## src/hdl/cebr_pkg.sv

```systemverilog
/*
 * Constants, field layouts and types for the core external bus request unit.
 * Assumes one 20 MHz core clock and a target built from logic on that clock.
 */
// Contract
// - Two-bit static input selects write-buffer merge policy.
// - Address phase ends only on sampled accept.
// - Request valid marks new transaction, always defined.
// - Fetch flag high for instruction fetches.
// - Store flag high for writes only.
// - Line flag agrees with first, final, length.
// - Line first flag driven valid every cycle.
// - Line final flag driven valid every cycle.
// - Length code always one, meaning four beats.
// - Order select chooses sub-block or linear order.
// - Lane enable n qualifies byte lane n.
package cebr_pkg;

	// Merge policy encodings of the static select.
	localparam logic [1:0] MERGE_NONE     = 2'h0;
	localparam logic [1:0] MERGE_BUSVALID = 2'h1;
	localparam logic [1:0] MERGE_FULL     = 2'h2;
	localparam logic [1:0] MERGE_RSVD     = 2'h3;

	// Burst framing constants.
	localparam logic [1:0] LINE_LEN_CODE  = 2'h1;
	localparam logic [1:0] BEAT_FIRST     = 2'h0;
	localparam logic [1:0] BEAT_LAST      = 2'h3;
	localparam logic [3:0] LANES_ALL      = 4'hf;
	localparam logic [3:0] LANES_NONE     = 4'h0;

	// Widths of the request path.
	localparam int ADDR_W     = 30;
	localparam int BLOCK_W    = 28;
	localparam int DATA_W     = 32;
	localparam int BYTE_W     = 8;
	localparam int LANE_N     = 4;
	localparam int WORDS_N    = 4;
	localparam int FIFO_DEPTH = 4;

	// Packed request word layout: fetch, store, line, lanes, word address, data.
	localparam int REQ_DATA_LO  = 0;
	localparam int REQ_ADDR_LO  = 32;
	localparam int REQ_LANE_LO  = 62;
	localparam int REQ_LINE_BIT = 66;
	localparam int REQ_STORE_BIT = 67;
	localparam int REQ_FETCH_BIT = 68;
	localparam int REQ_W        = 69;

	typedef enum logic [1:0] {ST_IDLE, ST_ADDR, ST_FLUSH} cebr_state_type;

	// Word of a line for a given beat: sub-block order XORs, linear order wraps.
	function automatic logic [1:0] cebr_beat_word(input logic [1:0] base,
		input logic [1:0] beat, input logic sub_block);
		cebr_beat_word = sub_block ? (base ^ beat) : 2'(base + beat);
	endfunction

endpackage

```

## src/hdl/cebr_fifo.sv

```systemverilog
/*
 * Request FIFO of flip-flops with valid and ready on both sides.
 * Assumes both sides run on ref_clk; the drain side may stall freely.
 */
`timescale 1ns/100ps
module cebr_fifo #(
	parameter int WIDTH = 69,
	parameter int DEPTH = 4
) (
	input  wire logic             ref_clk,
	input  wire logic             rstn,
	input  wire logic             in_valid,
	output logic                  in_ready,
	input  wire logic [WIDTH-1:0] in_data,
	output logic                  out_valid,
	input  wire logic             out_ready,
	output logic      [WIDTH-1:0] out_data
);
	localparam int PW = $clog2(DEPTH);
	localparam logic [PW:0]   CNT_FULL = (PW+1)'(DEPTH);
	localparam logic [PW-1:0] PTR_LAST = PW'(DEPTH - 1);

	logic [WIDTH-1:0] mem_r [DEPTH];
	logic [PW-1:0]    wr_r, wr_nxt, rd_r, rd_nxt;
	logic [PW:0]      cnt_r, cnt_nxt;
	logic             push, pop;
	logic             in_rdy_r, in_rdy_nxt;

	// Pointer and count bookkeeping; full and empty follow the count.
	always_comb begin
		push    = in_valid && (cnt_r != CNT_FULL);
		pop     = out_ready && (cnt_r != '0);
		wr_nxt  = push ? ((wr_r == PTR_LAST) ? '0 : PW'(wr_r + 1'b1)) : wr_r;
		rd_nxt  = pop ? ((rd_r == PTR_LAST) ? '0 : PW'(rd_r + 1'b1)) : rd_r;
		cnt_nxt = (PW+1)'(cnt_r + {PW'(0), push} - {PW'(0), pop});
		in_rdy_nxt = (cnt_nxt != CNT_FULL);
	end

	// Registers the pointers; ready is a flop so the user sees a clean level.
	always_ff @(posedge ref_clk or negedge rstn) begin
		if (!rstn) begin
			wr_r     <= '0;
			rd_r     <= '0;
			cnt_r    <= '0;
			in_rdy_r <= 1'b1;
		end else begin
			wr_r     <= wr_nxt;
			rd_r     <= rd_nxt;
			cnt_r    <= cnt_nxt;
			in_rdy_r <= in_rdy_nxt;
		end
	end

	// Writes the addressed entry; storage needs no reset.
	always_ff @(posedge ref_clk) begin
		if (push) begin
			mem_r[wr_r] <= in_data;
		end
	end

	assign in_ready  = in_rdy_r;
	assign out_valid = (cnt_r != '0);
	assign out_data  = mem_r[rd_r];
endmodule // cebr_fifo

```

## src/hdl/cebr_request_unit.sv

```systemverilog
/*
 * Request side of the core external bus: FIFO, collapsing write buffer and
 * address-phase engine with line bursts. Assumes the target runs on ref_clk;
 * merge and order selects are static pins and are synchronised.
 */
`timescale 1ns/100ps
module cebr_request_unit
	import cebr_pkg::*;
(
	input  wire logic              ref_clk,
	input  wire logic              rstn,
	input  wire logic              req_valid,
	output logic                   req_ready,
	input  wire logic              req_fetch,
	input  wire logic              req_store,
	input  wire logic              req_line,
	input  wire logic [LANE_N-1:0] req_lanes,
	input  wire logic [ADDR_W-1:0] req_addr,
	input  wire logic [DATA_W-1:0] req_wdata,
	output logic                   rsp_valid,
	output logic      [DATA_W-1:0] rsp_word,
	input  wire logic [1:0]        write_buffer_merge_select,
	input  wire logic              line_order_select,
	input  wire logic              target_addr_accept,
	input  wire logic              target_read_valid,
	input  wire logic [DATA_W-1:0] bus_read_word,
	output logic                   bus_request_valid,
	output logic      [ADDR_W-1:0] bus_word_addr,
	output logic                   bus_fetch_flag,
	output logic                   bus_store_flag,
	output logic                   bus_line_transfer_flag,
	output logic                   bus_line_first,
	output logic                   bus_line_final,
	output logic      [1:0]        bus_line_length_code,
	output logic      [LANE_N-1:0] bus_lane_enables,
	output logic      [DATA_W-1:0] bus_write_word
);
	logic             in_ready;
	logic             head_valid, pop;
	logic [REQ_W-1:0] head;
	logic [1:0]       merge_s1_r, merge_s2_r;
	logic             order_s1_r, order_s2_r;

	// Request FIFO; its ready is the user-side back-pressure.
	cebr_fifo #(.WIDTH(REQ_W), .DEPTH(FIFO_DEPTH)) cebr_fifo_inst (
		.ref_clk   (ref_clk),
		.rstn      (rstn),
		.in_valid  (req_valid),
		.in_ready  (in_ready),
		.in_data   ({req_fetch, req_store, req_line, req_lanes, req_addr, req_wdata}),
		.out_valid (head_valid),
		.out_ready (pop),
		.out_data  (head)
	);

	// Static selects pass two flip-flops before use.
	always_ff @(posedge ref_clk or negedge rstn) begin
		if (!rstn) begin
			merge_s1_r <= MERGE_NONE;
			merge_s2_r <= MERGE_NONE;
			order_s1_r <= 1'b0;
			order_s2_r <= 1'b0;
		end else begin
			merge_s1_r <= write_buffer_merge_select;
			merge_s2_r <= merge_s1_r;
			order_s1_r <= line_order_select;
			order_s2_r <= order_s1_r;
		end
	end

	// Head fields.
	logic              h_fetch, h_store, h_line;
	logic [LANE_N-1:0] h_lanes;
	logic [ADDR_W-1:0] h_addr;
	logic [DATA_W-1:0] h_data;
	assign h_fetch = head[REQ_FETCH_BIT];
	assign h_store = head[REQ_STORE_BIT];
	assign h_line  = head[REQ_LINE_BIT];
	assign h_lanes = head[REQ_LANE_LO +: LANE_N];
	assign h_addr  = head[REQ_ADDR_LO +: ADDR_W];
	assign h_data  = head[REQ_DATA_LO +: DATA_W];

	// Engine, write buffer and bus output state.
	cebr_state_type    st_r, st_nxt;
	logic [1:0]        beat_r, beat_nxt, fl_idx_r, fl_idx_nxt, cur_idx_r, cur_idx_nxt;
	logic [BLOCK_W-1:0] cur_blk_r, cur_blk_nxt, lb_blk_r, lb_blk_nxt;
	logic              cur_fetch_r, cur_fetch_nxt, cur_store_r, cur_store_nxt;
	logic              cur_line_r, cur_line_nxt, lb_valid_r, lb_valid_nxt;
	logic [LANE_N-1:0] cur_lanes_r, cur_lanes_nxt;
	logic [LANE_N-1:0] lb_lanes_r [WORDS_N];
	logic [LANE_N-1:0] lb_lanes_nxt [WORDS_N];
	logic [DATA_W-1:0] lb_word_r [WORDS_N];
	logic [DATA_W-1:0] lb_word_nxt [WORDS_N];
	logic              av_r, av_nxt, fe_r, fe_nxt, sto_r, sto_nxt, ln_r, ln_nxt;
	logic              fi_r, fi_nxt, la_r, la_nxt;
	logic [ADDR_W-1:0] ad_r, ad_nxt;
	logic [LANE_N-1:0] be_r, be_nxt;
	logic [DATA_W-1:0] wd_r, wd_nxt;
	logic              rv_r, rv_nxt;
	logic [DATA_W-1:0] rw_r, rw_nxt;
	logic [1:0]        len_r;

	// Whether a store at the head may collapse into the held block.
	function automatic logic merge_ok(input logic [1:0] mode, input logic same_blk,
		input logic word_held);
		merge_ok = same_blk && ((mode == MERGE_FULL) || ((mode == MERGE_BUSVALID) && word_held));
	endfunction

	// Next state of engine, write buffer and bus outputs.
	always_comb begin
		logic full_line;
		logic [1:0] w;
		full_line = 1'b1;
		w = 2'h0;
		for (int i = 0; i < WORDS_N; i++) begin
			full_line = full_line && (lb_lanes_r[i] == LANES_ALL);
		end
		full_line = full_line && (merge_s2_r == MERGE_FULL);
		st_nxt = st_r;
		beat_nxt = beat_r;
		fl_idx_nxt = fl_idx_r;
		cur_idx_nxt = cur_idx_r;
		cur_blk_nxt = cur_blk_r;
		cur_fetch_nxt = cur_fetch_r;
		cur_store_nxt = cur_store_r;
		cur_line_nxt = cur_line_r;
		cur_lanes_nxt = cur_lanes_r;
		lb_valid_nxt = lb_valid_r;
		lb_blk_nxt = lb_blk_r;
		lb_lanes_nxt = lb_lanes_r;
		lb_word_nxt = lb_word_r;
		pop = 1'b0;
		unique case (st_r)
			ST_IDLE: begin
				if (head_valid && h_store && lb_valid_r &&
					merge_ok(merge_s2_r, h_addr[ADDR_W-1:2] == lb_blk_r,
					lb_lanes_r[h_addr[1:0]] != LANES_NONE)) begin
					// Collapse the store bytes into the held word.
					pop = 1'b1;
					for (int b = 0; b < LANE_N; b++) begin
						if (h_lanes[b]) begin
							lb_word_nxt[h_addr[1:0]][BYTE_W*b +: BYTE_W] = h_data[BYTE_W*b +: BYTE_W];
						end
					end
					lb_lanes_nxt[h_addr[1:0]] = lb_lanes_r[h_addr[1:0]] | h_lanes;
				end else if (lb_valid_r) begin
					// Drain the buffer: one line burst, or word by word.
					cur_blk_nxt = lb_blk_r;
					cur_store_nxt = 1'b1;
					cur_fetch_nxt = 1'b0;
					beat_nxt = BEAT_FIRST;
					fl_idx_nxt = BEAT_FIRST;
					if (full_line) begin
						cur_line_nxt = 1'b1;
						cur_idx_nxt = BEAT_FIRST;
						st_nxt = ST_ADDR;
					end else begin
						st_nxt = ST_FLUSH;
					end
				end else if (head_valid && h_store) begin
					pop = 1'b1;
					lb_valid_nxt = 1'b1;
					lb_blk_nxt = h_addr[ADDR_W-1:2];
					for (int i = 0; i < WORDS_N; i++) begin
						lb_lanes_nxt[i] = (h_addr[1:0] == 2'(i)) ? h_lanes : LANES_NONE;
						lb_word_nxt[i] = h_data;
					end
				end else if (head_valid) begin
					pop = 1'b1;
					cur_blk_nxt = h_addr[ADDR_W-1:2];
					cur_idx_nxt = h_addr[1:0];
					cur_fetch_nxt = h_fetch;
					cur_store_nxt = 1'b0;
					cur_line_nxt = h_line;
					cur_lanes_nxt = h_line ? LANES_ALL : h_lanes;
					beat_nxt = BEAT_FIRST;
					st_nxt = ST_ADDR;
				end
			end
			ST_FLUSH: begin
				if (lb_lanes_r[fl_idx_r] != LANES_NONE) begin
					cur_line_nxt = 1'b0;
					cur_idx_nxt = fl_idx_r;
					beat_nxt = BEAT_FIRST;
					st_nxt = ST_ADDR;
				end else if (fl_idx_r == BEAT_LAST) begin
					lb_valid_nxt = 1'b0;
					st_nxt = ST_IDLE;
				end else begin
					fl_idx_nxt = 2'(fl_idx_r + 1'b1);
				end
			end
			ST_ADDR: begin
				if (target_addr_accept) begin
					if (cur_line_r && (beat_r != BEAT_LAST)) begin
						beat_nxt = 2'(beat_r + 1'b1);
					end else if (cur_store_r && cur_line_r) begin
						lb_valid_nxt = 1'b0;
						for (int i = 0; i < WORDS_N; i++) begin
							lb_lanes_nxt[i] = LANES_NONE;
						end
						st_nxt = ST_IDLE;
					end else if (cur_store_r) begin
						lb_lanes_nxt[cur_idx_r] = LANES_NONE;
						st_nxt = ST_FLUSH;
					end else begin
						st_nxt = ST_IDLE;
					end
				end
			end
			default: begin
				st_nxt = ST_IDLE;
			end
		endcase
		// Bus outputs follow the next state; idle levels are all low.
		w = cebr_beat_word(cur_idx_nxt, beat_nxt, order_s2_r);
		av_nxt = (st_nxt == ST_ADDR);
		ad_nxt = av_nxt ? {cur_blk_nxt, w} : '0;
		fe_nxt = av_nxt && cur_fetch_nxt;
		sto_nxt = av_nxt && cur_store_nxt;
		ln_nxt = av_nxt && cur_line_nxt;
		fi_nxt = ln_nxt && (beat_nxt == BEAT_FIRST);
		la_nxt = ln_nxt && (beat_nxt == BEAT_LAST);
		be_nxt = !av_nxt ? LANES_NONE : cur_store_nxt ? lb_lanes_nxt[w] : cur_lanes_nxt;
		wd_nxt = sto_nxt ? lb_word_nxt[w] : '0;
		rv_nxt = target_read_valid;
		rw_nxt = target_read_valid ? bus_read_word : '0;
	end

	// Registers all engine and output state.
	always_ff @(posedge ref_clk or negedge rstn) begin
		if (!rstn) begin
			st_r <= ST_IDLE;
			beat_r <= BEAT_FIRST;
			fl_idx_r <= BEAT_FIRST;
			cur_idx_r <= BEAT_FIRST;
			cur_blk_r <= '0;
			cur_fetch_r <= 1'b0;
			cur_store_r <= 1'b0;
			cur_line_r <= 1'b0;
			cur_lanes_r <= LANES_NONE;
			lb_valid_r <= 1'b0;
			lb_blk_r <= '0;
			for (int i = 0; i < WORDS_N; i++) begin
				lb_lanes_r[i] <= LANES_NONE;
				lb_word_r[i] <= '0;
			end
			{av_r, fe_r, sto_r, ln_r, fi_r, la_r, rv_r} <= '0;
			ad_r <= '0;
			be_r <= LANES_NONE;
			wd_r <= '0;
			rw_r <= '0;
			len_r <= LINE_LEN_CODE;
		end else begin
			st_r <= st_nxt;
			beat_r <= beat_nxt;
			fl_idx_r <= fl_idx_nxt;
			cur_idx_r <= cur_idx_nxt;
			cur_blk_r <= cur_blk_nxt;
			cur_fetch_r <= cur_fetch_nxt;
			cur_store_r <= cur_store_nxt;
			cur_line_r <= cur_line_nxt;
			cur_lanes_r <= cur_lanes_nxt;
			lb_valid_r <= lb_valid_nxt;
			lb_blk_r <= lb_blk_nxt;
			lb_lanes_r <= lb_lanes_nxt;
			lb_word_r <= lb_word_nxt;
			{av_r, fe_r, sto_r, ln_r, fi_r, la_r, rv_r} <=
				{av_nxt, fe_nxt, sto_nxt, ln_nxt, fi_nxt, la_nxt, rv_nxt};
			ad_r <= ad_nxt;
			be_r <= be_nxt;
			wd_r <= wd_nxt;
			rw_r <= rw_nxt;
			len_r <= LINE_LEN_CODE;
		end
	end

	// Outputs come from the registers above, req_ready from the FIFO ready flop; the length code is a constant.
	assign req_ready = in_ready;
	assign rsp_valid = rv_r;
	assign rsp_word = rw_r;
	assign bus_request_valid = av_r;
	assign bus_word_addr = ad_r;
	assign bus_fetch_flag = fe_r;
	assign bus_store_flag = sto_r;
	assign bus_line_transfer_flag = ln_r;
	assign bus_line_first = fi_r;
	assign bus_line_final = la_r;
	assign bus_line_length_code = len_r;
	assign bus_lane_enables = be_r;
	assign bus_write_word = wd_r;
endmodule // cebr_request_unit

```

## config.mk

```make
export PLATFORM = sky130hd
export DESIGN_NAME = cebr_request_unit
export DESIGN_NICKNAME = d
export VERILOG_FILES = /design/src/hdl/cebr_pkg.sv /design/src/hdl/cebr_fifo.sv /design/src/hdl/cebr_request_unit.sv
export SDC_FILE = /design/constraint.sdc
export NUM_CORES = 1
export LEC_CHECK = 0
export BUFFER_PORTS_ARGS = -buffer_cell sky130_fd_sc_hd__buf_2
export CORE_MARGIN = 2
export CORE_UTILIZATION = 64
export DETAILED_ROUTE_END_ITERATION = 12
export PLACE_DENSITY = 0.84
export SLEW_MARGIN = 20
export SYNTH_ARGS = -nofsm -noshare
export SYNTH_HDL_FRONTEND = slang
export SYNTH_SLANG_ARGS = --single-unit
export TNS_END_PERCENT = 5
```

## constraint.sdc

```tcl
create_clock -name ref_clk -period 15.7 [get_ports ref_clk]
set_clock_uncertainty 0.2 [all_clocks]
set_input_delay 3.14 -clock ref_clk [delete_from_list [all_inputs] [get_ports ref_clk]]
set_output_delay 3.14 -clock ref_clk [all_outputs]
set_load 0.01 [all_outputs]
```

==> metrics <==
status=completed; P_leak=12.0 nW; Slew Viols, Final=0; Pre-antenna DRT Iters=5; Crit-path slowest cell=dfrtp_4; CP arrival=7.44 ns; Worst setup EP type=flop; H-tree levels=2; overall routing resource usage=29.3%; Worst Path Max Fanout=51; total number of vias=15100; Final Setup Violations=0; Site Rows=72; Mean Syn Cell Area=15.1 um2; Layout Cells excl Fill=2469; RSZ-0062 raised after global routing=false; First DRT Iteration DRCs=1461; CTS Buf Count=59; Total Power=6.50 mW; slew margin rel.=27.0%; Int Pwr=4.16 mW; core box area=38700 um2; Final Util=74.9%; final WL=58.6 mm; sw frac=36.0%; DPL Wire Length=36.8 mm; syn_nets=1794; number of setup buffers added after CTS=0; number of port buffers=214; DRC Markers=0; fillers=2355; placed instance count=2341; Clock Tree Buf Depth=3; Post-synth EDFFs=276; synthesized area=25100 um2; global route total overflow=0; clk_lat worst skew=0.64 ns; I/O pins=217; Power Density=224 nW/um2; Synth Register Bits=611; slew at the pin closest to its max-slew limit=1.09 ns; switching pwr=2.34 mW; die width=202 um; Seq. cell area=16700 um2; routability cong.=0.902; synth unique cells=73; predominant post-synthesis flop cell=dfrtp_1; crit start category=flop; initial antenna violation count=13; die area=40900 um2; fin crit period=7.16 ns; largest net degree at the start of global routing=91; Layout Nets=2012; cells after synthesis=1670; CTS tree=done; Hold-fix buffers, CTS=0; Area growth syn-to-layout=15.3%; Final Hold Viols=0; first-pass GRT wire length=91.1 mm; Via density=6.13; asr flop ratio synth=54.8%; multi-input logic area=8020 um2; Die Height=202 um; setup TNS=0 ns; Synthesis Warnings=0; Final ANT Viol Nets=0; clock sink total=611; Crit Path Category=flop to flop; Max-Cap Viols=0; Post-CTS Resized=0; Sequential Power Share=37.2%; CTS clk-pin slew, worst paths=0.06 ns; clk root buf=clkbuf_16; Clk pwr share=23.7%; Max Freq=140 MHz; fraction of layout cells with a size suffix above 1=31.2%; Combinational Power Share=39.1%; maximum vdd drop=120 uV; CP peak stage delay=1.07 ns; starting density of the core=64.9%; worst hold margin=0.136 ns; crit-path cells=buf_4, mux4_2, xnor2_1, nand4_1, or4b_4, nor4b_4, a32oi_2, nand2_1, a21oi_1, o221ai_1, ha_1, nor2b_1, nand3_1, inv_1, nand4_1, nand4b_1, xor2_4, mux4_2, o21ba_1; vias in the first global route=15800; sequential element share of the synthesized area=66.3%; Critical Path RT=15.99 ns; hold crit path type=flop to flop; DR WL/cell=23.7 um; final worst path period share=45.6%
power groups by stage:
stage          registers (mW)  clock network, mW  logic, mW
3_5_place_dp             2.44                  0       2.47
2_1_floorplan            2.35                  0       1.84
3_3_place_gp             2.41                  0       2.38
4_1_cts                  2.42               1.56       2.50
6_report                 2.42               1.54       2.55
5_1_grt                  2.46               1.63       2.74
final timing paths:
kind | from | endpoint | slack, ns | cells past startpoint
worst max-delay path | cebr_fifo_inst.rd_r[0]$_DFFE_PN0P_ | bus_lane_enables[1]$_DFF_PN0_ | 8.54 | 19
worst min-delay path | order_s1_r$_DFF_PN0_ | order_s2_r$_DFF_PN0_ | 0.14 | 0
worst max register to register | cebr_fifo_inst.rd_r[0]$_DFFE_PN0P_ | bus_lane_enables[1]$_DFF_PN0_ | 8.54 | 19
worst min register to register | order_s1_r$_DFF_PN0_ | order_s2_r$_DFF_PN0_ | 0.14 | 0
max in group asynchronous | rstn | cebr_fifo_inst.rd_r[0]$_DFFE_PN0P_ | 11.74 | 2
min in group asynchronous | rstn | bus_word_addr[26]$_DFF_PN0_ | 2.30 | 1
sequential cells by signal, indices dropped and copies added (netlist names), 3 cells and up:
register and flops:
cebr_fifo_inst.cnt_r 3, bus_write_word 32, cur_lanes_r 4, cebr_fifo_inst.mem_r 276, bus_word_addr 30, cur_blk_r 28, lb_blk_r 28, lb_word_r 128
lb_lanes_r 16, bus_lane_enables 4, rsp_word 32
synth_stat cells (all sizes together), types with 8 or more instances:
cell type / n / area (um2)
dfrtp: 334 / 8360
edfxtp: 276 / 8290
mux2: 175 / 1970
nand2: 122 / 458
mux2i: 74 / 741
nor2: 62 / 233
o21ai: 62 / 310
mux4: 61 / 1370
clkbuf: 59 / 221
a21oi: 45 / 274
and2: 44 / 275
o2bb2ai: 33 / 289
inv: 32 / 120
nand3: 24 / 120
xnor2: 24 / 210
buf: 22 / 123
nor2b: 19 / 119
nor3: 18 / 95.1
a22oi: 14 / 105
ha: 14 / 175
nand2b: 12 / 75.1
a31oi: 10 / 68.8
nand4: 10 / 62.6
and3: 8 / 50.1
xor2: 8 / 88.8
through the flow:
| stage | instance area (um2) | setup slack [ns] |
|---|---|---|
| finish | 29000 | 8.54 |
| global route | 29000 | 7.90 |
| CTS | 28900 | 8.51 |
| detailed placement | 26700 | 8.61 |
| global placement | 26700 | 8.76 |
| floorplan | 25100 | 9.73 |
per-layer routing:
layer  vias up  global-route usage (%)  part of all wire [%]
li1       6682                       -                     -
met1      7705                    41.4                    41
met2       630                    45.4                    47
met3       104                    8.01                   9.0
met4         4                    8.86                   2.3
met5         -                       0                 0.036
critical path: cells and delay by family (launching register included):
| family | cells | cell delay [ns] |
|---|---|---|
| flops | 1 | 1.07 |
| mux | 2 | 1.18 |
| buf+inv | 2 | 0.89 |
| xor+xnor | 2 | 0.60 |
| simple gates | 8 | 2.08 |
| fa+ha+maj | 1 | 0.18 |
| compound gates | 4 | 0.78 |
final cells by class:
type,count,share of cell area [%]
sequential,611,57.5
timing repair buffer,238,4.64
tap,518,2.24
antenna,12,0.104
clock buffer,81,5.76
multi-input combinational,946,27.7
clock inverter,31,1.68
inverter,32,0.414
cells by family after synthesis:
family,synth area share [%]
adders and majority gates,0.776
xor gates and xnor gates,1.19
buffers and inverters,1.85
muxes,16.2
other,0.0299
DFF,66.3
and+or+nand+nor,6.78
AOI/OAI and AO/OA,6.81
cells in the final DEF (no fill, tap or decap), drive strengths merged, types with 8 or more instances in the layout:
master,n
inv,33
mux2,175
nand2,122
buf,238
clkbuf,81
nor3,18
xnor2,24
mux2i,74
diode,12
and3,8
and2,44
nand3,24
a31oi,10
mux4,61
nor2,62
nand2b,12
bufinv,11
dfrtp,334
edfxtp,276
ha,14
a22oi,14
nand4,10
a21oi,45
o21ai,62
clkinv,16
xor2,8
nor2b,19
o2bb2ai,33
Note: power is estimated with default switching activity, not from simulation.
